<file path="src/rtl/cab_consts.svh">
/*
  Constants of the consecutive-event qualifier.
  Assumes inclusion by bare name.
*/
`ifndef CAB_CONSTS_SVH
`define CAB_CONSTS_SVH

// ----------------------------------------------------------------------
// register indices and byte addresses (byte address = 4 * index)
// ----------------------------------------------------------------------
`define CAB_IDX_COUNT_CTRL 8'h22
`define CAB_IDX_EXT1_COMP 8'h25
`define CAB_IDX_EXT2_COMP 8'h26
`define CAB_IDX_MODE_CTRL 8'h40
`define CAB_IDX_HYSTERESIS 8'h41
`define CAB_IDX_STATUS 8'h42
`define CAB_ADDR_W 12
`define CAB_ADDR_COUNT_CTRL 12'h088
`define CAB_ADDR_EXT1_COMP 12'h094
`define CAB_ADDR_EXT2_COMP 12'h098
`define CAB_ADDR_MODE_CTRL 12'h100
`define CAB_ADDR_HYSTERESIS 12'h104
`define CAB_ADDR_STATUS 12'h108

// ----------------------------------------------------------------------
// field positions
// ----------------------------------------------------------------------
`define CAB_TIMEOUT_BIT 7
`define CAB_CRIT_LSB 4
`define CAB_EVENT_LSB 1
`define CAB_AUTO_BIT 3
`define CAB_STAT_OVER_LSB 0
`define CAB_STAT_UNDER_LSB 8
`define CAB_STAT_FAULT_LSB 16
`define CAB_STAT_ALERT_BIT 24
`define CAB_STAT_CRIT_BIT 25

// ----------------------------------------------------------------------
// reset values
// ----------------------------------------------------------------------
`define CAB_RST_COUNT_CTRL 8'h70
`define CAB_RST_EXT1_COMP 8'h08
`define CAB_RST_EXT2_COMP 8'h08
`define CAB_RST_HYSTERESIS 8'h0a

// ----------------------------------------------------------------------
// timing
// ----------------------------------------------------------------------
`define CAB_TIMEOUT_MS 30
`define CAB_CLK_HZ 10000000
`define CAB_TIMEOUT_CYCLES ((`CAB_TIMEOUT_MS * `CAB_CLK_HZ) / 1000)

`endif

</file>
<file path="src/rtl/cab_pkg.sv">
/*
  Types shared by the consecutive-event qualifier.
  Assumes nothing of its surroundings.
*/
package cab_pkg;

  // behaviour of the event output
  typedef enum logic [0:0]
  {
    CAB_MODE_INTERRUPT = 1'b0,
    CAB_MODE_COMPARATOR = 1'b1
  } cab_alert_mode_t;

  // axi response codes
  typedef enum logic [1:0]
  {
    CAB_RESP_OKAY = 2'b00,
    CAB_RESP_SLVERR = 2'b10
  } cab_resp_t;

endpackage : cab_pkg

</file>
<file path="src/rtl/cab_chan_qual.sv">
/*
  One channel's event and critical consecutive counters.
  Assumes a one-cycle same-clock meas_done, with the data valid then.
*/
`timescale 1ns/1ps
`default_nettype none
`include "cab_consts.svh"

module cab_chan_qual (
  input wire logic aclk,
  input wire logic aresetn,
  input wire logic ce,
  input wire logic meas_done,
  input wire cab_pkg::cab_alert_mode_t mode,
  input wire logic [7:0] temp,
  input wire logic [7:0] high_limit,
  input wire logic [7:0] low_limit,
  input wire logic [7:0] crit_limit,
  input wire logic fault,
  input wire logic [7:0] hysteresis,
  input wire logic [2:0] event_need,
  input wire logic [2:0] crit_need,
  output logic ev_fire,
  output logic ev_over,
  output logic ev_under,
  output logic ev_fault,
  output logic ev_held,
  output logic crit_held
);

  // ----------------------------------------------------------------------
  // comparisons
  // ----------------------------------------------------------------------

  // true when the reading lies below limit minus hysteresis
  function automatic logic below_hyst(input logic [7:0] t, input logic [7:0] h,
                                      input logic [7:0] lim);
    logic [8:0] sum;
    sum = {1'b0, t} + {1'b0, h};
    return sum < {1'b0, lim};
  endfunction : below_hyst

  logic is_over;
  logic is_under;
  logic is_crit;
  logic [2:0] ev_cnt;
  logic [2:0] crit_cnt;
  logic [2:0] next_ev_cnt;
  logic [2:0] next_crit_cnt;

  assign is_over = temp > high_limit;
  assign is_under = temp <= low_limit;
  assign is_crit = temp > crit_limit;
  assign next_ev_cnt = ev_cnt + 3'h1;
  assign next_crit_cnt = crit_cnt + 3'h1;

  // ----------------------------------------------------------------------
  // event counter
  // ----------------------------------------------------------------------

  // counts back-to-back bad readings, fires when the shared count is met
  always_ff @(posedge aclk)
  begin
    if (!aresetn)
    begin
      ev_cnt <= 3'h0;
      ev_held <= 1'b0;
      ev_fire <= 1'b0;
      ev_over <= 1'b0;
      ev_under <= 1'b0;
      ev_fault <= 1'b0;
    end
    else if (ce)
    begin
      ev_fire <= 1'b0;
      if (meas_done)
      begin
        if (mode == cab_pkg::CAB_MODE_COMPARATOR)
        begin
          ev_under <= 1'b0;
          ev_fault <= 1'b0;
          ev_over <= is_over;
          if (ev_held)
          begin
            if (below_hyst(temp, hysteresis, high_limit))
            begin
              ev_held <= 1'b0;
              ev_cnt <= 3'h0;
            end
          end
          else if (is_over)
          begin
            ev_cnt <= next_ev_cnt;
            if (next_ev_cnt >= event_need)
            begin
              ev_held <= 1'b1;
              ev_fire <= 1'b1;
            end
          end
          else
          begin
            ev_cnt <= 3'h0;
          end
        end
        else
        begin
          ev_held <= 1'b0;
          ev_over <= is_over;
          ev_under <= is_under;
          ev_fault <= fault;
          if (is_over || is_under || fault)
          begin
            if (next_ev_cnt >= event_need)
            begin
              ev_fire <= 1'b1;
              ev_cnt <= 3'h0;
            end
            else
            begin
              ev_cnt <= next_ev_cnt;
            end
          end
          else
          begin
            ev_cnt <= 3'h0;
          end
        end
      end
    end
  end

  // ----------------------------------------------------------------------
  // critical counter
  // ----------------------------------------------------------------------

  // latches once the count is met, released only below limit minus hysteresis
  always_ff @(posedge aclk)
  begin
    if (!aresetn)
    begin
      crit_cnt <= 3'h0;
      crit_held <= 1'b0;
    end
    else if (ce && meas_done)
    begin
      if (crit_held)
      begin
        if (below_hyst(temp, hysteresis, crit_limit))
        begin
          crit_held <= 1'b0;
          crit_cnt <= 3'h0;
        end
      end
      else if (is_crit)
      begin
        crit_cnt <= next_crit_cnt;
        if (next_crit_cnt >= crit_need)
        begin
          crit_held <= 1'b1;
        end
      end
      else
      begin
        crit_cnt <= 3'h0;
      end
    end
  end

endmodule : cab_chan_qual

`default_nettype wire

</file>
<file path="src/rtl/cab_top.sv">
/*
  Consecutive-event qualifier with compensation-factor configuration and
  bus stall timeout, reached over AXI4-Lite.
  Assumes measurement strobes and channel data come from same-clock logic,
  and the serial clock pin arrives from outside the clock domain.
*/
// Register access over AXI4-Lite was decided locally.
//
// Overview of operation
// - repeated bad readings bump channel event counter
// - clean reading clears channel event counter
// - interrupt mode: flag status, assert pin, restart
// - comparator mode counts only over-high readings
// - comparator mode holds until below high minus hysteresis
// - timeout bit enables 30 ms clock-low reset
// - critical count sets readings before critical pin
// - critical counter resets at or below limit before assertion
// - after assertion, hold until below hysteresis point
// - event count sets readings before event pin
// - count codes decode to one through four
// - count register resets to 70h
// - one counter pair per channel, shared thresholds
// - autodetect picks factor each conversion start
// - factor reads in-use value, writes ignored if auto
// - 7h disables compensation, 8h-Fh selects autodetect
// - first channel config resets to 08h
`timescale 1ns/1ps
`default_nettype none
`include "cab_consts.svh"

module cab_top #(
  parameter int NCH = 3,
  parameter int TIMEOUT_CYCLES = `CAB_TIMEOUT_CYCLES
) (
  input wire logic aclk,
  input wire logic aresetn,
  input wire logic ce,
  input wire logic [`CAB_ADDR_W-1:0] awaddr,
  input wire logic [2:0] awprot,
  input wire logic awvalid,
  output logic awready,
  input wire logic [31:0] wdata,
  input wire logic [3:0] wstrb,
  input wire logic wvalid,
  output logic wready,
  output logic [1:0] bresp,
  output logic bvalid,
  input wire logic bready,
  input wire logic [`CAB_ADDR_W-1:0] araddr,
  input wire logic [2:0] arprot,
  input wire logic arvalid,
  output logic arready,
  output logic [31:0] rdata,
  output logic [1:0] rresp,
  output logic rvalid,
  input wire logic rready,
  input wire logic meas_start,
  input wire logic meas_done,
  input wire logic [NCH*8-1:0] ch_temp,
  input wire logic [NCH*8-1:0] ch_high_limit,
  input wire logic [NCH*8-1:0] ch_low_limit,
  input wire logic [NCH*8-1:0] ch_crit_limit,
  input wire logic [NCH-1:0] ch_fault,
  input wire logic [2:0] ext1_auto_factor,
  input wire logic [2:0] ext2_auto_factor,
  input wire logic smclk_pin,
  output logic smbus_proto_reset,
  output logic alert_n,
  output logic crit_n,
  output logic [3:0] ext1_comp_setting,
  output logic [3:0] ext2_comp_setting
);

  localparam int TW = $clog2(TIMEOUT_CYCLES + 1);

  // ----------------------------------------------------------------------
  // helpers
  // ----------------------------------------------------------------------

  // repeat-count code to number of readings; 000,001,011,111 give 1..4
  function automatic logic [2:0] count_decode(input logic [2:0] code);
    return 3'(code[0]) + 3'(code[1]) + 3'(code[2]) + 3'h1;
  endfunction : count_decode

  // true for every register address that answers OKAY
  function automatic logic is_mapped(input logic [`CAB_ADDR_W-1:0] a);
    return a == `CAB_ADDR_COUNT_CTRL || a == `CAB_ADDR_EXT1_COMP ||
           a == `CAB_ADDR_EXT2_COMP || a == `CAB_ADDR_MODE_CTRL ||
           a == `CAB_ADDR_HYSTERESIS || a == `CAB_ADDR_STATUS;
  endfunction : is_mapped

  // ----------------------------------------------------------------------
  // register state
  // ----------------------------------------------------------------------
  logic timeout_en;
  logic [2:0] critical_repeat_count;
  logic [2:0] event_repeat_count;
  logic ext1_factor_autodetect_on;
  logic [2:0] ext1_compensation_factor_setting;
  logic ext2_factor_autodetect_on;
  logic [2:0] ext2_compensation_factor_setting;
  cab_pkg::cab_alert_mode_t alert_mode;
  logic [7:0] hysteresis;
  logic [NCH-1:0] stat_over;
  logic [NCH-1:0] stat_under;
  logic [NCH-1:0] stat_fault;

  // write channel holding registers
  logic [`CAB_ADDR_W-1:0] aw_addr_q;
  logic [31:0] w_data_q;
  logic [3:0] w_strb_q;
  logic do_write;
  logic wr_lane0;
  logic [31:0] lane_mask;

  // per-channel results
  logic [NCH-1:0] ev_fire;
  logic [NCH-1:0] ev_over;
  logic [NCH-1:0] ev_under;
  logic [NCH-1:0] ev_fault;
  logic [NCH-1:0] ev_held;
  logic [NCH-1:0] crit_held;
  logic [NCH-1:0] next_stat_over;
  logic [NCH-1:0] next_stat_under;
  logic [NCH-1:0] next_stat_fault;
  logic [31:0] rd_mux;

  // ----------------------------------------------------------------------
  // axi write path
  // ----------------------------------------------------------------------

  // address and data taken in either order, response once both are held
  assign do_write = !awready && !wready && !bvalid;
  assign wr_lane0 = do_write && w_strb_q[0];
  assign lane_mask = {{8{w_strb_q[3]}}, {8{w_strb_q[2]}}, {8{w_strb_q[1]}},
                      {8{w_strb_q[0]}}};

  always_ff @(posedge aclk)
  begin
    if (!aresetn)
    begin
      awready <= 1'b1;
      wready <= 1'b1;
      bvalid <= 1'b0;
      bresp <= cab_pkg::CAB_RESP_OKAY;
      aw_addr_q <= '0;
      w_data_q <= 32'h0;
      w_strb_q <= 4'h0;
    end
    else if (ce)
    begin
      if (awvalid && awready)
      begin
        aw_addr_q <= awaddr;
        awready <= 1'b0;
      end
      if (wvalid && wready)
      begin
        w_data_q <= wdata;
        w_strb_q <= wstrb;
        wready <= 1'b0;
      end
      if (do_write)
      begin
        bvalid <= 1'b1;
        bresp <= is_mapped(aw_addr_q) ? cab_pkg::CAB_RESP_OKAY : cab_pkg::CAB_RESP_SLVERR;
      end
      if (bvalid && bready)
      begin
        bvalid <= 1'b0;
        awready <= 1'b1;
        wready <= 1'b1;
      end
    end
  end

  // ----------------------------------------------------------------------
  // axi read path
  // ----------------------------------------------------------------------

  // read mux; unused bits of every register read zero
  always_comb
  begin
    rd_mux = 32'h0;
    unique case (araddr)
      `CAB_ADDR_COUNT_CTRL:
      begin
        rd_mux[`CAB_TIMEOUT_BIT] = timeout_en;
        rd_mux[`CAB_CRIT_LSB +: 3] = critical_repeat_count;
        rd_mux[`CAB_EVENT_LSB +: 3] = event_repeat_count;
      end
      `CAB_ADDR_EXT1_COMP:
        rd_mux[3:0] = ext1_comp_setting;
      `CAB_ADDR_EXT2_COMP:
        rd_mux[3:0] = ext2_comp_setting;
      `CAB_ADDR_MODE_CTRL:
        rd_mux[0] = alert_mode;
      `CAB_ADDR_HYSTERESIS:
        rd_mux[7:0] = hysteresis;
      `CAB_ADDR_STATUS:
      begin
        rd_mux[`CAB_STAT_OVER_LSB +: NCH] = stat_over;
        rd_mux[`CAB_STAT_UNDER_LSB +: NCH] = stat_under;
        rd_mux[`CAB_STAT_FAULT_LSB +: NCH] = stat_fault;
        rd_mux[`CAB_STAT_ALERT_BIT] = !alert_n;
        rd_mux[`CAB_STAT_CRIT_BIT] = !crit_n;
      end
      default:
        rd_mux = 32'h0;
    endcase
  end

  // one read at a time, answered the cycle after the address is taken
  always_ff @(posedge aclk)
  begin
    if (!aresetn)
    begin
      arready <= 1'b1;
      rvalid <= 1'b0;
      rdata <= 32'h0;
      rresp <= cab_pkg::CAB_RESP_OKAY;
    end
    else if (ce)
    begin
      if (arvalid && arready)
      begin
        arready <= 1'b0;
        rvalid <= 1'b1;
        rdata <= rd_mux;
        rresp <= is_mapped(araddr) ? cab_pkg::CAB_RESP_OKAY : cab_pkg::CAB_RESP_SLVERR;
      end
      else if (rvalid && rready)
      begin
        rvalid <= 1'b0;
        arready <= 1'b1;
      end
    end
  end

  // ----------------------------------------------------------------------
  // configuration registers
  // ----------------------------------------------------------------------

  // repeat counts and timeout enable; bit 0 is not stored
  always_ff @(posedge aclk)
  begin
    if (!aresetn)
    begin
      timeout_en <= 1'(`CAB_RST_COUNT_CTRL >> `CAB_TIMEOUT_BIT);
      critical_repeat_count <= 3'(`CAB_RST_COUNT_CTRL >> `CAB_CRIT_LSB);
      event_repeat_count <= 3'(`CAB_RST_COUNT_CTRL >> `CAB_EVENT_LSB);
    end
    else if (ce && wr_lane0 && aw_addr_q == `CAB_ADDR_COUNT_CTRL)
    begin
      timeout_en <= w_data_q[`CAB_TIMEOUT_BIT];
      critical_repeat_count <= w_data_q[`CAB_CRIT_LSB +: 3];
      event_repeat_count <= w_data_q[`CAB_EVENT_LSB +: 3];
    end
  end

  // output mode and hysteresis
  always_ff @(posedge aclk)
  begin
    if (!aresetn)
    begin
      alert_mode <= cab_pkg::CAB_MODE_INTERRUPT;
      hysteresis <= `CAB_RST_HYSTERESIS;
    end
    else if (ce && wr_lane0)
    begin
      if (aw_addr_q == `CAB_ADDR_MODE_CTRL)
        alert_mode <= cab_pkg::cab_alert_mode_t'(w_data_q[0]);
      if (aw_addr_q == `CAB_ADDR_HYSTERESIS)
        hysteresis <= w_data_q[7:0];
    end
  end

  // ext1 compensation: factor writes only land with autodetect off
  always_ff @(posedge aclk)
  begin
    if (!aresetn)
    begin
      ext1_factor_autodetect_on <= 1'(`CAB_RST_EXT1_COMP >> `CAB_AUTO_BIT);
      ext1_compensation_factor_setting <= 3'(`CAB_RST_EXT1_COMP);
    end
    else if (ce)
    begin
      if (wr_lane0 && aw_addr_q == `CAB_ADDR_EXT1_COMP)
      begin
        ext1_factor_autodetect_on <= w_data_q[`CAB_AUTO_BIT];
        if (!w_data_q[`CAB_AUTO_BIT])
          ext1_compensation_factor_setting <= w_data_q[2:0];
      end
      else if (meas_start && ext1_factor_autodetect_on)
        ext1_compensation_factor_setting <= ext1_auto_factor;
    end
  end

  // ext2 compensation, same behaviour
  always_ff @(posedge aclk)
  begin
    if (!aresetn)
    begin
      ext2_factor_autodetect_on <= 1'(`CAB_RST_EXT2_COMP >> `CAB_AUTO_BIT);
      ext2_compensation_factor_setting <= 3'(`CAB_RST_EXT2_COMP);
    end
    else if (ce)
    begin
      if (wr_lane0 && aw_addr_q == `CAB_ADDR_EXT2_COMP)
      begin
        ext2_factor_autodetect_on <= w_data_q[`CAB_AUTO_BIT];
        if (!w_data_q[`CAB_AUTO_BIT])
          ext2_compensation_factor_setting <= w_data_q[2:0];
      end
      else if (meas_start && ext2_factor_autodetect_on)
        ext2_compensation_factor_setting <= ext2_auto_factor;
    end
  end

  // setting in use toward the analog front end; 7 with auto off disables
  assign ext1_comp_setting = {ext1_factor_autodetect_on, ext1_compensation_factor_setting};
  assign ext2_comp_setting = {ext2_factor_autodetect_on, ext2_compensation_factor_setting};

  // ----------------------------------------------------------------------
  // per-channel qualification
  // ----------------------------------------------------------------------

  // one counter pair per channel, all sharing the decoded counts
  for (genvar c = 0; c < NCH; c++)
  begin : g_chan
    cab_chan_qual u_qual (
      .aclk(aclk),
      .aresetn(aresetn),
      .ce(ce),
      .meas_done(meas_done),
      .mode(alert_mode),
      .temp(ch_temp[c*8 +: 8]),
      .high_limit(ch_high_limit[c*8 +: 8]),
      .low_limit(ch_low_limit[c*8 +: 8]),
      .crit_limit(ch_crit_limit[c*8 +: 8]),
      .fault(ch_fault[c]),
      .hysteresis(hysteresis),
      .event_need(count_decode(event_repeat_count)),
      .crit_need(count_decode(critical_repeat_count)),
      .ev_fire(ev_fire[c]),
      .ev_over(ev_over[c]),
      .ev_under(ev_under[c]),
      .ev_fault(ev_fault[c]),
      .ev_held(ev_held[c]),
      .crit_held(crit_held[c])
    );
  end

  // ----------------------------------------------------------------------
  // status and event pins
  // ----------------------------------------------------------------------

  // sticky status, write-one-to-clear, a new event beats the clear
  always_comb
  begin
    next_stat_over = stat_over;
    next_stat_under = stat_under;
    next_stat_fault = stat_fault;
    if (wr_lane0 || (do_write && |w_strb_q))
    begin
      if (aw_addr_q == `CAB_ADDR_STATUS)
      begin
        next_stat_over = stat_over & ~NCH'(w_data_q[`CAB_STAT_OVER_LSB +: NCH] &
                                          lane_mask[`CAB_STAT_OVER_LSB +: NCH]);
        next_stat_under = stat_under & ~NCH'(w_data_q[`CAB_STAT_UNDER_LSB +: NCH] &
                                            lane_mask[`CAB_STAT_UNDER_LSB +: NCH]);
        next_stat_fault = stat_fault & ~NCH'(w_data_q[`CAB_STAT_FAULT_LSB +: NCH] &
                                            lane_mask[`CAB_STAT_FAULT_LSB +: NCH]);
      end
    end
    next_stat_over = next_stat_over | (ev_fire & ev_over);
    next_stat_under = next_stat_under | (ev_fire & ev_under);
    next_stat_fault = next_stat_fault | (ev_fire & ev_fault);
  end

  always_ff @(posedge aclk)
  begin
    if (!aresetn)
    begin
      stat_over <= '0;
      stat_under <= '0;
      stat_fault <= '0;
    end
    else if (ce)
    begin
      stat_over <= next_stat_over;
      stat_under <= next_stat_under;
      stat_fault <= next_stat_fault;
    end
  end

  // event pin: sticky status in interrupt mode, held counters otherwise
  always_ff @(posedge aclk)
  begin
    if (!aresetn)
    begin
      alert_n <= 1'b1;
      crit_n <= 1'b1;
    end
    else if (ce)
    begin
      if (alert_mode == cab_pkg::CAB_MODE_COMPARATOR)
        alert_n <= !(|ev_held);
      else
        alert_n <= !(|{next_stat_over, next_stat_under, next_stat_fault});
      crit_n <= !(|crit_held);
    end
  end

  // ----------------------------------------------------------------------
  // bus stall timeout
  // ----------------------------------------------------------------------
  logic smclk_s1;
  logic smclk_s2;
  logic smclk_s3;
  logic [TW-1:0] low_cnt;

  // three-stage synchroniser on the serial clock pin
  always_ff @(posedge aclk)
  begin
    if (!aresetn)
    begin
      smclk_s1 <= 1'b1;
      smclk_s2 <= 1'b1;
      smclk_s3 <= 1'b1;
    end
    else if (ce)
    begin
      smclk_s1 <= smclk_pin;
      smclk_s2 <= smclk_s1;
      smclk_s3 <= smclk_s2;
    end
  end

  // counts low time; one reset pulse once low outlasts the limit
  always_ff @(posedge aclk)
  begin
    if (!aresetn)
    begin
      low_cnt <= '0;
      smbus_proto_reset <= 1'b0;
    end
    else if (ce)
    begin
      smbus_proto_reset <= 1'b0;
      if (!timeout_en || smclk_s2 || smclk_s3)
        low_cnt <= '0;
      else if (low_cnt < TW'(TIMEOUT_CYCLES))
        low_cnt <= low_cnt + TW'(1);
      else if (low_cnt == TW'(TIMEOUT_CYCLES))
      begin
        smbus_proto_reset <= 1'b1;
        low_cnt <= low_cnt + TW'(1);
      end
    end
  end

endmodule : cab_top

`default_nettype wire

</file>
<file path="config.mk">
export PLATFORM = sky130hd
export DESIGN_NAME = cab_top
export DESIGN_NICKNAME = d
export VERILOG_FILES = /design/src/rtl/cab_pkg.sv /design/src/rtl/cab_chan_qual.sv /design/src/rtl/cab_top.sv
export VERILOG_INCLUDE_DIRS = /design/src /design/src/rtl
export SDC_FILE = /design/constraint.sdc
export NUM_CORES = 1
export LEC_CHECK = 0
export BUFFER_PORTS_ARGS = -buffer_cell sky130_fd_sc_hd__buf_2
export CAP_MARGIN = 20
export CELL_PAD_IN_SITES_DETAIL_PLACEMENT = 0
export CELL_PAD_IN_SITES_GLOBAL_PLACEMENT = 1
export CORE_ASPECT_RATIO = 0.5
export CORE_MARGIN = 4
export CORE_UTILIZATION = 41
export DETAILED_ROUTE_END_ITERATION = 10
export HOLD_SLACK_MARGIN = 0.12
export PLACE_DENSITY = 0.92
export SYNTH_ARGS = -nofsm -noshare
export SYNTH_HDL_FRONTEND = slang
export SYNTH_SLANG_ARGS = --single-unit
</file>
<file path="constraint.sdc">
create_clock -name aclk -period 4.3 [get_ports aclk]
set_input_delay 0.86 -clock aclk [delete_from_list [all_inputs] [get_ports aclk]]
set_output_delay 0.86 -clock aclk [all_outputs]
set_load 0.02 [all_outputs]
</file>
---- Word level (Yosys, flattened, before mapping) ----
Index checks and enable logic that the tools add are counted.
word-level totals
  register bits after elaboration ......... 154
  input bits .............................. 182
  word-level logic and storage cells ...... 314
  output and inout port bits .............. 52
operators by class
  multiplexer cells ....................... 109
  equal/unequal tests ..................... 21
  reductions and logical operators ........ 77
  magnitude comparators ................... 22
  bitwise operators ....................... 15
  add/sub/neg operators ................... 16
operators with widths
  kind                                                   number
  two-way mux 3 bit                                      40
  equality test 12 x 8 -> 1 bit (second input constant)  6
  equality test 12 x 9 -> 1 bit (second input constant)  6
  two-way mux 1 bit                                      59
  two-way mux 19 bit                                     3
  less-than comparator 9 x 8 -> 1 bit                    6
  greater-than comparator 8 bit                          6
  AND reduction 2 bit                                    17
  adder 8 x 8 -> 9 bit                                   3
  AND 3 bit                                              9
  adder 3 x 1 -> 3 bit (second input constant)           8
  less-or-equal comparator 8 bit                         3
  adder 19 x 1 -> 19 bit (second input constant)         1
  equality test 19 bit (second input constant)           1
  logical OR 1 bit                                       19
  less-than comparator 19 bit (second input constant)    1
  greater-or-equal comparator 3 bit                      6
  logical AND 1 bit                                      16
  AND reduction 3 bit                                    5
  nonzero test 2 bit                                     6
  inequality test 2 bit (second input constant)          5
  case mux 2 bit (5 select lines)                        1
  logical NOT 1 bit                                      9
  inequality test 3 bit (second input constant)          3
  other kinds (12)                                       21

---- Depth between registers and ports, before layout ----
Gate-level depths: netlist of run 1.
  depth after elaboration ................. 10
  gate-level depth with buffers ........... 15
  mapped depth without buffers ............ 15

---- Modules after synthesis ----
From an unflattened synthesis of run 1, not the netlist that was laid out.
unflattened totals
  cell total of the unflattened synthesis .. 1411
  area, all modules ....................... 11558.6 µm²
by module, submodules not included
  module                                cells an instance  sequential area each (µm²)  times used  area an instance (µm²)
  cab_top                               662                2202.1                      1           5386.4
  cab_chan_qual (g_chan[1].u_qual ...)  250                240.2                       2           2084.5
  cab_chan_qual (g_chan[0].u_qual)      249                240.2                       1           2003.2

---- Worst setup path after synthesis of run 1 ----
OpenSTA, ideal clock, no wires.
  kind .................................... input port to flip-flop
  from .................................... input ch_temp[17]
  to ...................................... register g_chan[2].u_qual.ev_cnt[0]
  required time ........................... 4242 ps
  arrival time ............................ 3377 ps
  setup slack ............................. 864 ps
  setup time .............................. 58 ps
  path buffers ............................ 0
  stages on the path ...................... 13
  path through ............................ ha_1 -> a21o_1 -> a21oi_1 -> o21bai_1 -> a21oi_1 -> o21ai_0 -> xor2_1 -> ha_1 -> a21oi_1 -> o21ai_0 -> o31ai_1 -> and3_1 -> o21a_1
between the ends
  word-level cells in the longest chain between the ends .. 5
  elaborated cells between the ends (all ways) .. 12
  classes of those cells .................. add/sub: 1; order compare: 3; eq/ne: 1; mux: 4; reduce/logical: 3
RTL lines
  element                                                                       line                  source
  start: declaration                                                            cab_top.sv:59         input wire logic [NCH*8-1:0] ch_temp,
  parallel branches: the longest is 5 deep, another holds adder 8 x 8 -> 9 bit  n/a
  end signal: assignment                                                        cab_chan_qual.sv:93   ev_cnt <= next_ev_cnt;
  end signal: assignment                                                        cab_chan_qual.sv:120  ev_cnt <= next_ev_cnt;
  end: declaration                                                              cab_chan_qual.sv:46   logic [2:0] ev_cnt;
Parallel ways; which one is timed is not known.
A chain may end at the register's enable or synchronous reset.

---- Worst setup path in the final report of run 1 ----
  from .................................... register hysteresis[0]
  to ...................................... register g_chan[1].u_qual.ev_cnt[1]
between the ends
  word-level cells in the longest chain between the ends .. 4
RTL lines
  element                                 line                  source
  start: declaration                      cab_top.sv:103        logic [7:0] hysteresis;
  start signal: assignment                cab_top.sv:267        hysteresis <= `CAB_RST_HYSTERESIS;
  start signal: assignment                cab_top.sv:274        hysteresis <= w_data_q[7:0];
  adder 8 x 8 -> 9 bit                    cab_chan_qual.sv:39   sum = {1'b0, t} + {1'b0, h};
  less-than comparator 9 x 8 -> 1 bit     cab_chan_qual.sv:40   return sum < {1'b0, lim};
  inequality test 3 bit (no source line)  n/a
  AND reduction 3 bit (no source line)    n/a
  end signal: assignment                  cab_chan_qual.sv:93
  end signal: assignment                  cab_chan_qual.sv:120
  end: declaration                        cab_chan_qual.sv:46
Every way passes these cells.

==> key figures, run 1 <==
Worst setup path
  • Capturing element type of the critical path: flop
  • Required @ worst endpoint: 4.65 ns
  • Crit path launch type: flop
  • Count of buffer and inverter cells on the critical path: 1
  • R2R cell count: 13
  • Maximum fanout along the worst path: 5
  • Logic depth of the worst setup path including buffers: 13
  • Data arrival, critical path: 3.99 ns
  • Slowest stage cell on the critical path: sky130_fd_sc_hd__dfxtp_1
  • Setup CP Type: reg2reg
  • Slowest cell delay on critical path: 0.63 ns
  • Crit-path cells: ha_1, inv_1, fa_1, nor2b_1, o2111ai_1, nand4b_1, xor2_1, ha_1, o2111ai_1, a21oi_1, o31ai_1, nand3_1, a21oi_1
  • Cell class contributing the biggest share of worst-path delay: compound AO/OA/AOI/OAI gates

Synth
  • Synth warn: 0
  • Largest family of logic cells by synthesized area: adder cells
  • Adder-cell share of the synthesized area: 20.40%
  • EDFF count, synth: 0
  • Xor and xnor fraction of the mapped netlist area: 3.104%
  • Gate Count Post-Synth: roughly 1.3k
  • Fraction of registers with async set or reset after synthesis: 0%
  • Synth area leaders: sky130_fd_sc_hd__dfxtp_1 (27%), sky130_fd_sc_hd__ha_1 (20%), sky130_fd_sc_hd__a21oi_1 (5.7%)
  • Post-Synth Simple-Gate Area: 20.05%
  • Synth Area in Compound Gates: 19.72%
  • Avg Cell Area, Syn: 8.173 um^2
  • Predominant post-synthesis flop cell: sky130_fd_sc_hd__dfxtp_1
  • Sequential area share after synthesis: 27.26%
  • Combined area of all synthesized cells: 10720 um^2
  • Cell type with the highest aggregate area in the netlist: sky130_fd_sc_hd__dfxtp_1
  • Share of Yosys cell area claimed by the top area cell type: 27.26%
  • Mux share of post-synthesis cell area: 2.637%
  • Synth unique cells: 73
  • Post-synthesis sequential element count: 146

Timing
  • Setup repair after global routing missed its margin: no
  • Setup WS post-layout: 0.6583 ns
  • Relative slew margins: a little under half
  • Maximum clock skew at final layout: 0.009412 ns
  • Setup Total Neg Slack: 0 ns
  • Minimum clock period after layout: 3.642 ns
  • Slew Limit Fails: 0
  • Final-report hold violation count: 0
  • Hold slack: about 0.46 ns
  • Setup Viol. Count Final: 0
  • Max Fclk: 274.6 MHz
  • Transition time at the pin with the least slew margin: between 0.8 and 0.9 ns
  • Portion of the clock cycle consumed by the worst path in the final layout: 84.69%

Cells and area
  • Core utilization of the finished layout: 48.98%
  • Final-stage net count: 1839
  • Area grow syn2layout: 16.23%
  • Number of inserted diodes: 0
  • Most frequent standard cell in the layout excluding fill and tap cells: sky130_fd_sc_hd__buf_2
  • Top library cells by usage in the layout, fill and taps aside: sky130_fd_sc_hd__buf_2 (190), sky130_fd_sc_hd__ha_1 (170), sky130_fd_sc_hd__nand2_1 (149), sky130_fd_sc_hd__dfxtp_1 (146), sky130_fd_sc_hd__a21oi_1 (122)
  • Share of cells above drive strength 1: 16.50%
  • Cell area after layout: approximately 12000 um^2
  • Fill cell count: 2440

Die
  • Site Rows: 41
  • Die H: 122.4 um
  • Count of pins on the block boundary: 234
  • Die outline width: approximately 240 um
  • Starting utilization of the core area: 42.14%
  • Die area: 28960 um^2
  • Floorplan core area: 25440 um^2

Pwr
  • Leakage component of the power: roughly 0.006 uW
  • Power per cell area: 283.4 nW/um^2
  • Worst supply voltage drop on vdd: 250.3 uV

Placed design
  • Quantity of I/O buffers inserted on ports: 190
  • Final weighted congestion of routability-driven global placement: 0.8842
  • Post-place instance area: 11900 um^2
  • HPWL Detailed: between 20 and 30 mm
  • Worst slack at placement: 0.3306 ns

Clock tree
  • Max clock buf depth: 2
  • Clk sink count: approximately 150
  • CTS Buf Count: 17
  • Clock root cell: sky130_fd_sc_hd__clkbuf_16
  • Clock tree from TritonCTS: yes
  • Cts-stage hold buffer count: 0
  • Clock transition time at the flip-flop clock pins of the worst setup and hold paths: about 0.06 ns
  • Buffers inserted by post-CTS timing repair: 0
  • Count of instances resized after the clock tree is built: 0
  • CTS HTree Levels: 4
  • Clock network latency to the later pin of the worst-skew pair: 0.43 ns

Worst hold path
  • Hold WC Path Type: reg2reg
  • Worst hold path stage count: 2

Detailed routing
  • ANT nets after route: 0
  • Number of iterations in the first detailed-routing pass: 5
  • Routed wire length: between 30 and 40 mm
  • DR vias/cell: between 5 and 6
  • Total DRC errors in the routed layout: 0
  • Count of routing violations after the opening detailed-route iteration: between 700 and 800
  • Routed WL per cell: 17.28 um
  • Total via count after detailed routing: 10.18k

Run status
  • Status: complete, no violations

Global route
  • Largest net degree at the start of global routing: 45
  • Antenna violations before repair: 0
  • Total global routing track utilization: about a fifth
  • Wire length of the first global-routing pass: 49.62 mm
  • Total grt overflow: 0
  • Via count of the first global-routing pass: ~9.8k

Job
  • Max_cap viols: 0
-- stage by stage --
| stage | total power [uW] | std cells |
|---|---|---|
| 2_1_floorplan | 1886 | 1329 |
| 3_3_place_gp | 2080 | 1809 |
| 3_5_place_dp | 2110 | 1809 |
| 4_1_cts | 3540 | 1841 |
| 5_1_grt | 3695 | 1841 |
| 6_report | 3531 | 1841 |
-- report_power, final --
part / internal [uW] / switching, uW
Sequential: 1390 / 41.0
Clock: 806 / 635
Combinational: 269 / 390
-- Yosys cell counts, drive strengths merged, types with 14 or more instances --
master and n:
ha 170, nand2 149, dfxtp 146, a21oi 123, inv 106, nor2 83, o21ai 48, nand3 45
clkbuf 33, a21o 31, buf 30, nand4 28, mux2i 26, nor2b 24, xor2 24, nor3 15
nand2b 14, o211ai 14, o21a 14, xnor2 14
-- path summary, 6_finish.rpt --
check	start	end	slack [ns]
worst max-delay path	hysteresis[0]	g_chan[1].u_qual.ev_cnt[1]	0.66
worst min register to register	aw_addr_q[10]	aw_addr_q[10]	0.46
worst min-delay path	aw_addr_q[10]	aw_addr_q[10]	0.46
worst max register to register	hysteresis[0]	g_chan[1].u_qual.ev_cnt[1]	0.66
-- logic make-up after synthesis --
| family | count (synthesis) |
|---|---|
| simple gates | 428 |
| buf+inv | 169 |
| fa+ha+maj | 173 |
| mux | 28 |
| xor+xnor | 38 |
| compound gates | 329 |
| flops | 146 |
| other cells | 1 |
-- flip-flops by register name, indices dropped and copies added (netlist names), 8 cells and up --
| register | cells |
|---|---|
| low_cnt | 19 |
| rdata | 16 |
| w_data_q | 14 |
| aw_addr_q | 12 |
| g_chan.u_qual.crit_cnt | 9 |
| g_chan.u_qual.ev_cnt | 9 |
| hysteresis | 8 |
-- area by class of cell --
class	count	area [um^2]	area share (%)
clock inverters	14	130.1	1.044
multi-input cells	1014	7134	57.24
inverters	106	397.9	3.192
clock buffers	18	429.2	3.443
flip-flops and latches	146	2923	23.45
repair buffers	199	1018	8.172
well taps	344	430.4	3.453
-- worst register-to-register path, stage by stage (launching register included) --
cell and delay (ns):
sky130_fd_sc_hd__dfxtp_1 0.63, sky130_fd_sc_hd__ha_1 0.28, sky130_fd_sc_hd__inv_1 0.06, sky130_fd_sc_hd__fa_1 0.40, sky130_fd_sc_hd__nor2b_1 0.18, sky130_fd_sc_hd__o2111ai_1 0.15
sky130_fd_sc_hd__nand4b_1 0.14, sky130_fd_sc_hd__xor2_1 0.24, sky130_fd_sc_hd__ha_1 0.29, sky130_fd_sc_hd__o2111ai_1 0.17, sky130_fd_sc_hd__a21oi_1 0.12, sky130_fd_sc_hd__o31ai_1 0.59
sky130_fd_sc_hd__nand3_1 0.15, sky130_fd_sc_hd__a21oi_1 0.17
-- routing by layer --
layer	vias up	GRT usage, %	wire length [um]
li1	5040	-	-
met1	4812	29.10	15330
met2	294	34.91	14530
met3	36	3.525	1541
met4	0	4.554	412
met5	-	0	0
(Power assumes the default switching activity.)
==> run 2: changes to the inputs <==
Settings changed: ABC_AREA from default to 1, CORE_UTILIZATION 41 to 36, PLACE_DENSITY 0.92 to 0.88.
Clock period 4.3 ns to 3 ns, I/O delays scaled along.
==> run 2 against run 1 <==
Synthesized cell count increased by 30%. Critical endpoint is now g_chan[0].u_qual.crit_cnt[0]. Critical path depth increased by 3. Hold slack got worse by 0.084 ns.
==> key figures, run 2 <==
Synth
  • Sequential area share after synthesis: 25.23%
  • Predominant post-synthesis flop cell: sky130_fd_sc_hd__dfxtp_1
  • Post-synthesis sequential element count: 147
  • Synth area leaders: sky130_fd_sc_hd__dfxtp_1 (25%), sky130_fd_sc_hd__ha_1 (18%), sky130_fd_sc_hd__nand2_1 (11%)
  • Fraction of registers with async set or reset after synthesis: 0%
  • Avg Cell Area, Syn: 6.834 um^2
  • Leading cell type by number of instances after synthesis: sky130_fd_sc_hd__nand2_1
  • Synth unique cells: 50
  • Top cell types by occurrence after synthesis: sky130_fd_sc_hd__nand2_1 (341), sky130_fd_sc_hd__inv_1 (293), sky130_fd_sc_hd__ha_1 (170)
  • Combined area of all synthesized cells: 11670 um^2
  • Share of Yosys cell area claimed by the top area cell type: between 20% and 30%
  • Synth warn: 0
  • Gate Count Post-Synth: 1707
  • Cell type with the highest aggregate area in the netlist: sky130_fd_sc_hd__dfxtp_1
  • EDFF count, synth: 0

Worst setup path
  • R2R cell count: 16
  • R2r startpoint: hysteresis[0]
  • Critical register-to-register path endpoint: g_chan[0].u_qual.crit_cnt[0]
  • Setup CP Type: reg2reg
  • Data arrival, critical path: 3.11 ns
  • Capturing element type of the critical path: flop
  • Required @ worst endpoint: between 3 and 4 ns
  • Crit path launch type: flop
  • Maximum fanout along the worst path: 4
  • Register-to-Register Setup Slack: 0.21 ns
  • Critical path startpoint: hysteresis[0]

Timing
  • Slew Limit Fails: 0
  • Minimum clock period after layout: 2.791 ns
  • Final-report hold violation count: 0
  • Setup Total Neg Slack: 0 ns
  • Max Fclk: 358.3 MHz
  • Relative slew margins: 56.74%
  • Transition time at the pin with the least slew margin: 0.6475 ns
  • Portion of the clock cycle consumed by the worst path in the final layout: 93.03%
  • Setup Viol. Count Final: 0
  • Maximum clock skew at final layout: 0.01269 ns

Pwr
  • Clock network power share: approximately two fifths
  • Leakage component of the power: 0.007194 uW
  • Internal Pwr Total: between 3000 and 4000 uW
  • Power share of the combinational group: 22.8%
  • Worst supply voltage drop on vdd: 425.9 uV
  • Seq pwr share: 39.2%
  • Fraction of power spent switching nets: approximately 32%
  • Net switching power figure: between 1500 and 2000 uW
  • Power per cell area: around 380 nW/um^2

Cells and area
  • Sequential cell area: 2952 um^2
  • Core utilization of the finished layout: 43.91%
  • Fill cell count: 3311
  • Most frequent standard cell in the layout excluding fill and tap cells: sky130_fd_sc_hd__nand2_1
  • Footprint of the multi-input gates: roughly 7500 um^2
  • Area grow syn2layout: 19.80%
  • Max reg flops: 19
  • Share of cells above drive strength 1: 18.58%
  • Register containing the most flip-flops in the final layout: low_cnt
  • Largest registers: low_cnt (19), rdata (16), w_data_q (14)
  • Final-stage net count: 2274
  • Top library cells by usage in the layout, fill and taps aside: sky130_fd_sc_hd__nand2_1 (327), sky130_fd_sc_hd__inv_1 (293), sky130_fd_sc_hd__buf_2 (191), sky130_fd_sc_hd__ha_1 (167), sky130_fd_sc_hd__a21oi_1 (152)

Clock tree
  • Clock transition time at the flip-flop clock pins of the worst setup and hold paths: 0.07 ns
  • Clk sink count: 147
  • Clock network latency to the later pin of the worst-skew pair: 0.43 ns
  • Max clock buf depth: 2
  • CTS HTree Levels: 4
  • CTS Buf Count: 17
  • Clock root cell: sky130_fd_sc_hd__clkbuf_16
  • Cts-stage hold buffer count: 0
  • Clock tree from TritonCTS: yes

Global route
  • Via count of the first global-routing pass: 10.33k
  • Total global routing track utilization: 17.17%
  • Antenna violations before repair: 5
  • Largest net degree at the start of global routing: 59
  • Wire length of the first global-routing pass: 50.74 mm
  • Total grt overflow: 0

Detailed routing
  • Count of routing violations after the opening detailed-route iteration: 611
  • Total via count after detailed routing: roughly 11k
  • Number of iterations in the first detailed-routing pass: 5
  • Routed WL per cell: 13.41 um
  • DR vias/cell: 4.703
  • Total DRC errors in the routed layout: 0
  • ANT nets after route: 0
  • Routed wire length: 31.73 mm

Placed design
  • HPWL Detailed: 25.70 mm
  • Quantity of I/O buffers inserted on ports: 191
  • Final weighted congestion of routability-driven global placement: around 0.86

Worst hold path
  • Hold path start: smclk_pin
  • Worst hold path stage count: 3
  • Hold WC Path Type: in2reg
  • Worst Hold Endpoint: smclk_s1

Run status
  • Status: complete, no violations

Die
  • Starting utilization of the core area: 36.65%
  • Floorplan core area: between 30000 and 40000 um^2
  • Die H: 135.3 um
  • Count of pins on the block boundary: 234
  • Die area: 35520 um^2
  • Die outline width: 262.6 um
  • Site Rows: 46

Job
  • Max_cap viols: 0
-- run 2: changes by cell type after synthesis, sizes merged, moves of 12 or more --
cell / before / now
nand2: 149 / 355
inv: 106 / 297
nor2: 83 / 154
o21ai: 48 / 101
a21oi: 123 / 168
a21o: 31 / 0
mux2i: 26 / 0
nor2b: 24 / 0
nand3: 45 / 67
nand2b: 14 / 0
nand4: 28 / 40
-- run 2: worst max-delay path by stage --
stage / to / cells after the start
3_3_place_gp: g_chan[0].u_qual.ev_cnt[1] / 19
4_1_cts: g_chan[1].u_qual.crit_held / 18
2_1_floorplan: g_chan[0].u_qual.crit_held / 16
6_report: g_chan[0].u_qual.crit_cnt[0] / 16
5_1_grt: g_chan[2].u_qual.crit_held / 16
3_5_place_dp: g_chan[0].u_qual.ev_cnt[1] / 19
-- run 2: worst max-delay path, cell delays in order, from the launching register on --
cell                       delay [ns]
sky130_fd_sc_hd__dfxtp_4         0.42
sky130_fd_sc_hd__ha_4            0.15
sky130_fd_sc_hd__inv_1           0.05
sky130_fd_sc_hd__fa_1            0.40
sky130_fd_sc_hd__nand3b_1        0.18
sky130_fd_sc_hd__nand2_2         0.09
sky130_fd_sc_hd__a31oi_1         0.09
sky130_fd_sc_hd__xnor2_1         0.27
sky130_fd_sc_hd__ha_1            0.29
sky130_fd_sc_hd__a21oi_1         0.12
sky130_fd_sc_hd__o21ai_0         0.10
sky130_fd_sc_hd__nor2_1          0.11
sky130_fd_sc_hd__nand2_1         0.07
sky130_fd_sc_hd__nand2_1         0.07
sky130_fd_sc_hd__nand2_2         0.07
sky130_fd_sc_hd__o21ai_1         0.14
sky130_fd_sc_hd__inv_1           0.04
-- run 2: power by group through the flow --
stage	clock network [uW]	logic, uW	registers (uW)
global placement	0	1170	2150
floorplan	0	786	2160
detailed placement	0	1190	2150
CTS	2080	1200	2100
finish	2040	1220	2100
global route	2170	1400	2110
-- run 2: cell families after synthesis --
family	after synthesis	share of synthesized area (%)
xor+xnor	37	2.778
other cells	1	0.03214
fa+ha+maj	173	18.75
buf+inv	362	12.54
flops	147	25.23
simple gates	656	24.50
compound gates	331	16.18
-- run 2: through the flow --
step                      total power [uW]  hold slack [ns]  setup WS [ns]  std cells  area [um^2]
after detailed placement              3341           0.4542        -0.2289       2329        13240
after CTS                             5386           0.3690       0.006388       2361        13800
after floorplan                       2947           0.4292         0.2328       1724        11730
after global placement                3315           0.4396        -0.1706       2329        13240
after global routing                  5682           0.3826       -0.01320       2366        13980
final                                 5368           0.3765         0.2092       2366        13980
-- run 2: area by class of cell --
class | count | share of cell area, %
timing repair buffer | 239 | 9.508
antenna | 2 | 0.03581
tap | 432 | 3.868
inverter | 299 | 8.030
clock inverter | 15 | 0.9758
sequential | 147 | 21.12
clock buffer | 17 | 3.044
multi-input combinational | 1215 | 53.42
-- run 2: what timing repair did --
item | in CTS | in global routing
hold endpoints to repair | 0 | 0
setup endpoints to repair | 20 | 24
buffers inserted | 0 | 3
pin swaps | 0 | 20
resized for setup | 2 | 45
cloned | 0 | 0
-- run 2: routing by layer --
layer	track usage, %	up-vias	wire length (um)
li1	-	5963	-
met3	2.849	27	1075
met4	3.465	6	344
met2	29.90	151	15020
met1	22.70	4980	15260
met5	0	-	35
==> run 3: changes to the inputs <==
Settings changed: BUFFER_PORTS_ARGS -buffer_cell sky130_fd_sc_hd__buf_2 to default, CORE_UTILIZATION 36 to 42, DONT_BUFFER_PORTS from default to 1.
==> run 3 against run 2 <==
Core utilization grew 4.6 points. Die area shrank 14%. Total power shrank 0.19%. Clock power grew 7%. Register-to-register slack lost 0.06 ns. Sequential share of layout area grew 1.5 points. Combinational power shrank 16%. Flip-flop and latch count is the same. Critical path depth is the same. Sequential power grew 2%. Critical path type unchanged.
==> key figures, run 3 (synthesized netlist as in run 2, its figures left out) <==
Run status
  • Status: complete, no violations

Detailed routing
  • Total DRC errors in the routed layout: 0
  • Routed wire length: 31.40 mm
  • Total via count after detailed routing: 10.46k
  • Routed WL per cell: 14.93 um
  • DR vias/cell: 4.973
  • Number of iterations in the first detailed-routing pass: 5
  • ANT nets after route: 0
  • Count of routing violations after the opening detailed-route iteration: 504

Placed design
  • Quantity of I/O buffers inserted on ports: 0
  • Final weighted congestion of routability-driven global placement: between 0.8 and 0.9
  • HPWL Detailed: 24.90 mm

Timing
  • Slew Limit Fails: 0
  • Transition time at the pin with the least slew margin: approximately 1.0 ns
  • Final-report hold violation count: 0
  • Minimum clock period after layout: 2.849 ns
  • Portion of the clock cycle consumed by the worst path in the final layout: 94.98%
  • Setup Viol. Count Final: 0
  • Max Fclk: between 300 and 400 MHz
  • Maximum clock skew at final layout: 0.01024 ns
  • Relative slew margins: 32.69%

Cells and area
  • Final-stage net count: 2071
  • Fill cell count: 2764
  • Top library cells by usage in the layout, fill and taps aside: sky130_fd_sc_hd__nand2_1 (327), sky130_fd_sc_hd__inv_1 (293), sky130_fd_sc_hd__ha_1 (163), sky130_fd_sc_hd__a21oi_1 (147), sky130_fd_sc_hd__nor2_1 (146)
  • Largest registers: low_cnt (19), rdata (16), w_data_q (14)
  • Area grow syn2layout: 11.96%
  • Most frequent standard cell in the layout excluding fill and tap cells: sky130_fd_sc_hd__nand2_1
  • Core utilization of the finished layout: 48.54%
  • Register containing the most flip-flops in the final layout: low_cnt
  • Share of cells above drive strength 1: 10.07%
  • Max reg flops: 19

Pwr
  • Leakage component of the power: 0.006390 uW
  • Power per cell area: 410.2 nW/um^2
  • Worst supply voltage drop on vdd: 390.3 uV
  • Total power of the final layout: 5358 uW

Global route
  • Wire length of the first global-routing pass: 50.37 mm
  • Total grt overflow: 0
  • Total global routing track utilization: 19.95%
  • Antenna violations before repair: 2
  • Via count of the first global-routing pass: 9844
  • Largest net degree at the start of global routing: 76

Clock tree
  • Clock transition time at the flip-flop clock pins of the worst setup and hold paths: 0.06 ns
  • CTS HTree Levels: 4
  • Clock network latency to the later pin of the worst-skew pair: 0.43 ns
  • Clock root cell: sky130_fd_sc_hd__clkbuf_16
  • Max clock buf depth: 2
  • Clk sink count: 147
  • CTS Buf Count: 17
  • Cts-stage hold buffer count: 0
  • Clock tree from TritonCTS: yes

Worst setup path
  • Capturing element type of the critical path: flop
  • Setup CP Type: reg2reg
  • Register-to-Register Setup Slack: 0.15 ns
  • Maximum fanout along the worst path: 4
  • Crit path launch type: flop
  • Data arrival, critical path: approximately 3.2 ns
  • Required @ worst endpoint: 3.32 ns

Die
  • Site Rows: 42
  • Floorplan core area: 26910 um^2
  • Count of pins on the block boundary: 234
  • Starting utilization of the core area: between 40% and 50%
  • Die H: 125.9 um
  • Die outline width: 243.7 um
  • Die area: 30670 um^2

Job
  • Max_cap viols: 0

Worst hold path
  • Hold WC Path Type: in2reg
run 3: cell types whose count changed in the layout (fill, tap and decap cells not counted), sizes merged:
cell	delta
diode	-1
clkinvlp	+2
inv	-8
buf	-203
clkbuf	+2
bufinv	+3
run 3: power breakdown:
| group | switching (uW) | leakage [uW] | internal, uW | total [uW] |
|---|---|---|---|---|
| clock network | 856 | 0.000290 | 1330 | 2190 |
| registers | 103 | 0.00120 | 2040 | 2140 |
| logic | 629 | 0.00490 | 401 | 1030 |
run 3: path summary, 6_finish.rpt:
| path | start | end | cells past startpoint |
|---|---|---|---|
| setup / recovery | hysteresis[0] | g_chan[0].u_qual.crit_cnt[0] | 16 |
| setup reg to reg | hysteresis[0] | g_chan[0].u_qual.crit_cnt[0] | 16 |
| hold / removal | aresetn | arready | 1 |
| hold reg to reg | w_strb_q[3] | w_strb_q[3] | 2 |
run 3: what timing repair did:
action / in CTS / in global routing
setup buffers: 0 / 3
endpoints found under the setup margin: 20 / 23
resized for setup: 6 / 69
pin swaps: 1 / 38
run 3: routing by layer:
| metal | vias to the layer above | wire length, um | track usage, % | part of all wire, % |
|---|---|---|---|---|
| met4 | 4 | 382 | 4.483 | 1.2 |
| met3 | 27 | 1312 | 4.078 | 4.2 |
| li1 | 5545 | - | - | - |
| met5 | - | 27 | 0 | 0.086 |
| met1 | 4712 | 15350 | 26.81 | 49 |
| met2 | 170 | 14330 | 33.29 | 46 |
run 3: cell type report:
type                            count  area, um^2  area share [%]
Multi-Input combinational cell   1215        7629           58.41
Timing Repair Buffer               36       286.5           2.194
Clock buffer                       19       442.9           3.391
Clock inverter                     12       155.1           1.188
Tap cell                          374       467.9           3.583
Inverter                          299        1122           8.593
Sequential cell                   147        2955           22.63
Antenna cell                        1       2.502         0.01916
run 3: metrics by stage:
step / setup WS, ns / cell area (um^2) / setup TNS [ns] / hold WS (ns) / cells
global route: -0.01358 / 13060 / -0.02596 / 0.2328 / 2102
detailed placement: -0.1501 / 12120 / -1.386 / 0.4457 / 2068
global placement: -0.08994 / 12120 / -0.6122 / 0.4403 / 2068
floorplan: 0.2328 / 11730 / 0 / 0.4292 / 1724
CTS: 0.03071 / 12730 / 0 / 0.2384 / 2099
finish: 0.1507 / 13060 / 0 / 0.2557 / 2103
run 3: critical path, stage by stage (launching register included):
cell and delay (ns):
sky130_fd_sc_hd__dfxtp_4 0.44, sky130_fd_sc_hd__ha_4 0.17, sky130_fd_sc_hd__inv_1 0.05, sky130_fd_sc_hd__fa_2 0.35
sky130_fd_sc_hd__nand3b_1 0.20, sky130_fd_sc_hd__nand2_4 0.13, sky130_fd_sc_hd__a31oi_4 0.09, sky130_fd_sc_hd__xnor2_2 0.16
sky130_fd_sc_hd__ha_1 0.34, sky130_fd_sc_hd__a21oi_2 0.14, sky130_fd_sc_hd__o21ai_1 0.08, sky130_fd_sc_hd__nor2_1 0.09
sky130_fd_sc_hd__nand2_1 0.08, sky130_fd_sc_hd__nand2_1 0.09, sky130_fd_sc_hd__nand2_2 0.09, sky130_fd_sc_hd__o21ai_2 0.18
sky130_fd_sc_hd__inv_1 0.05
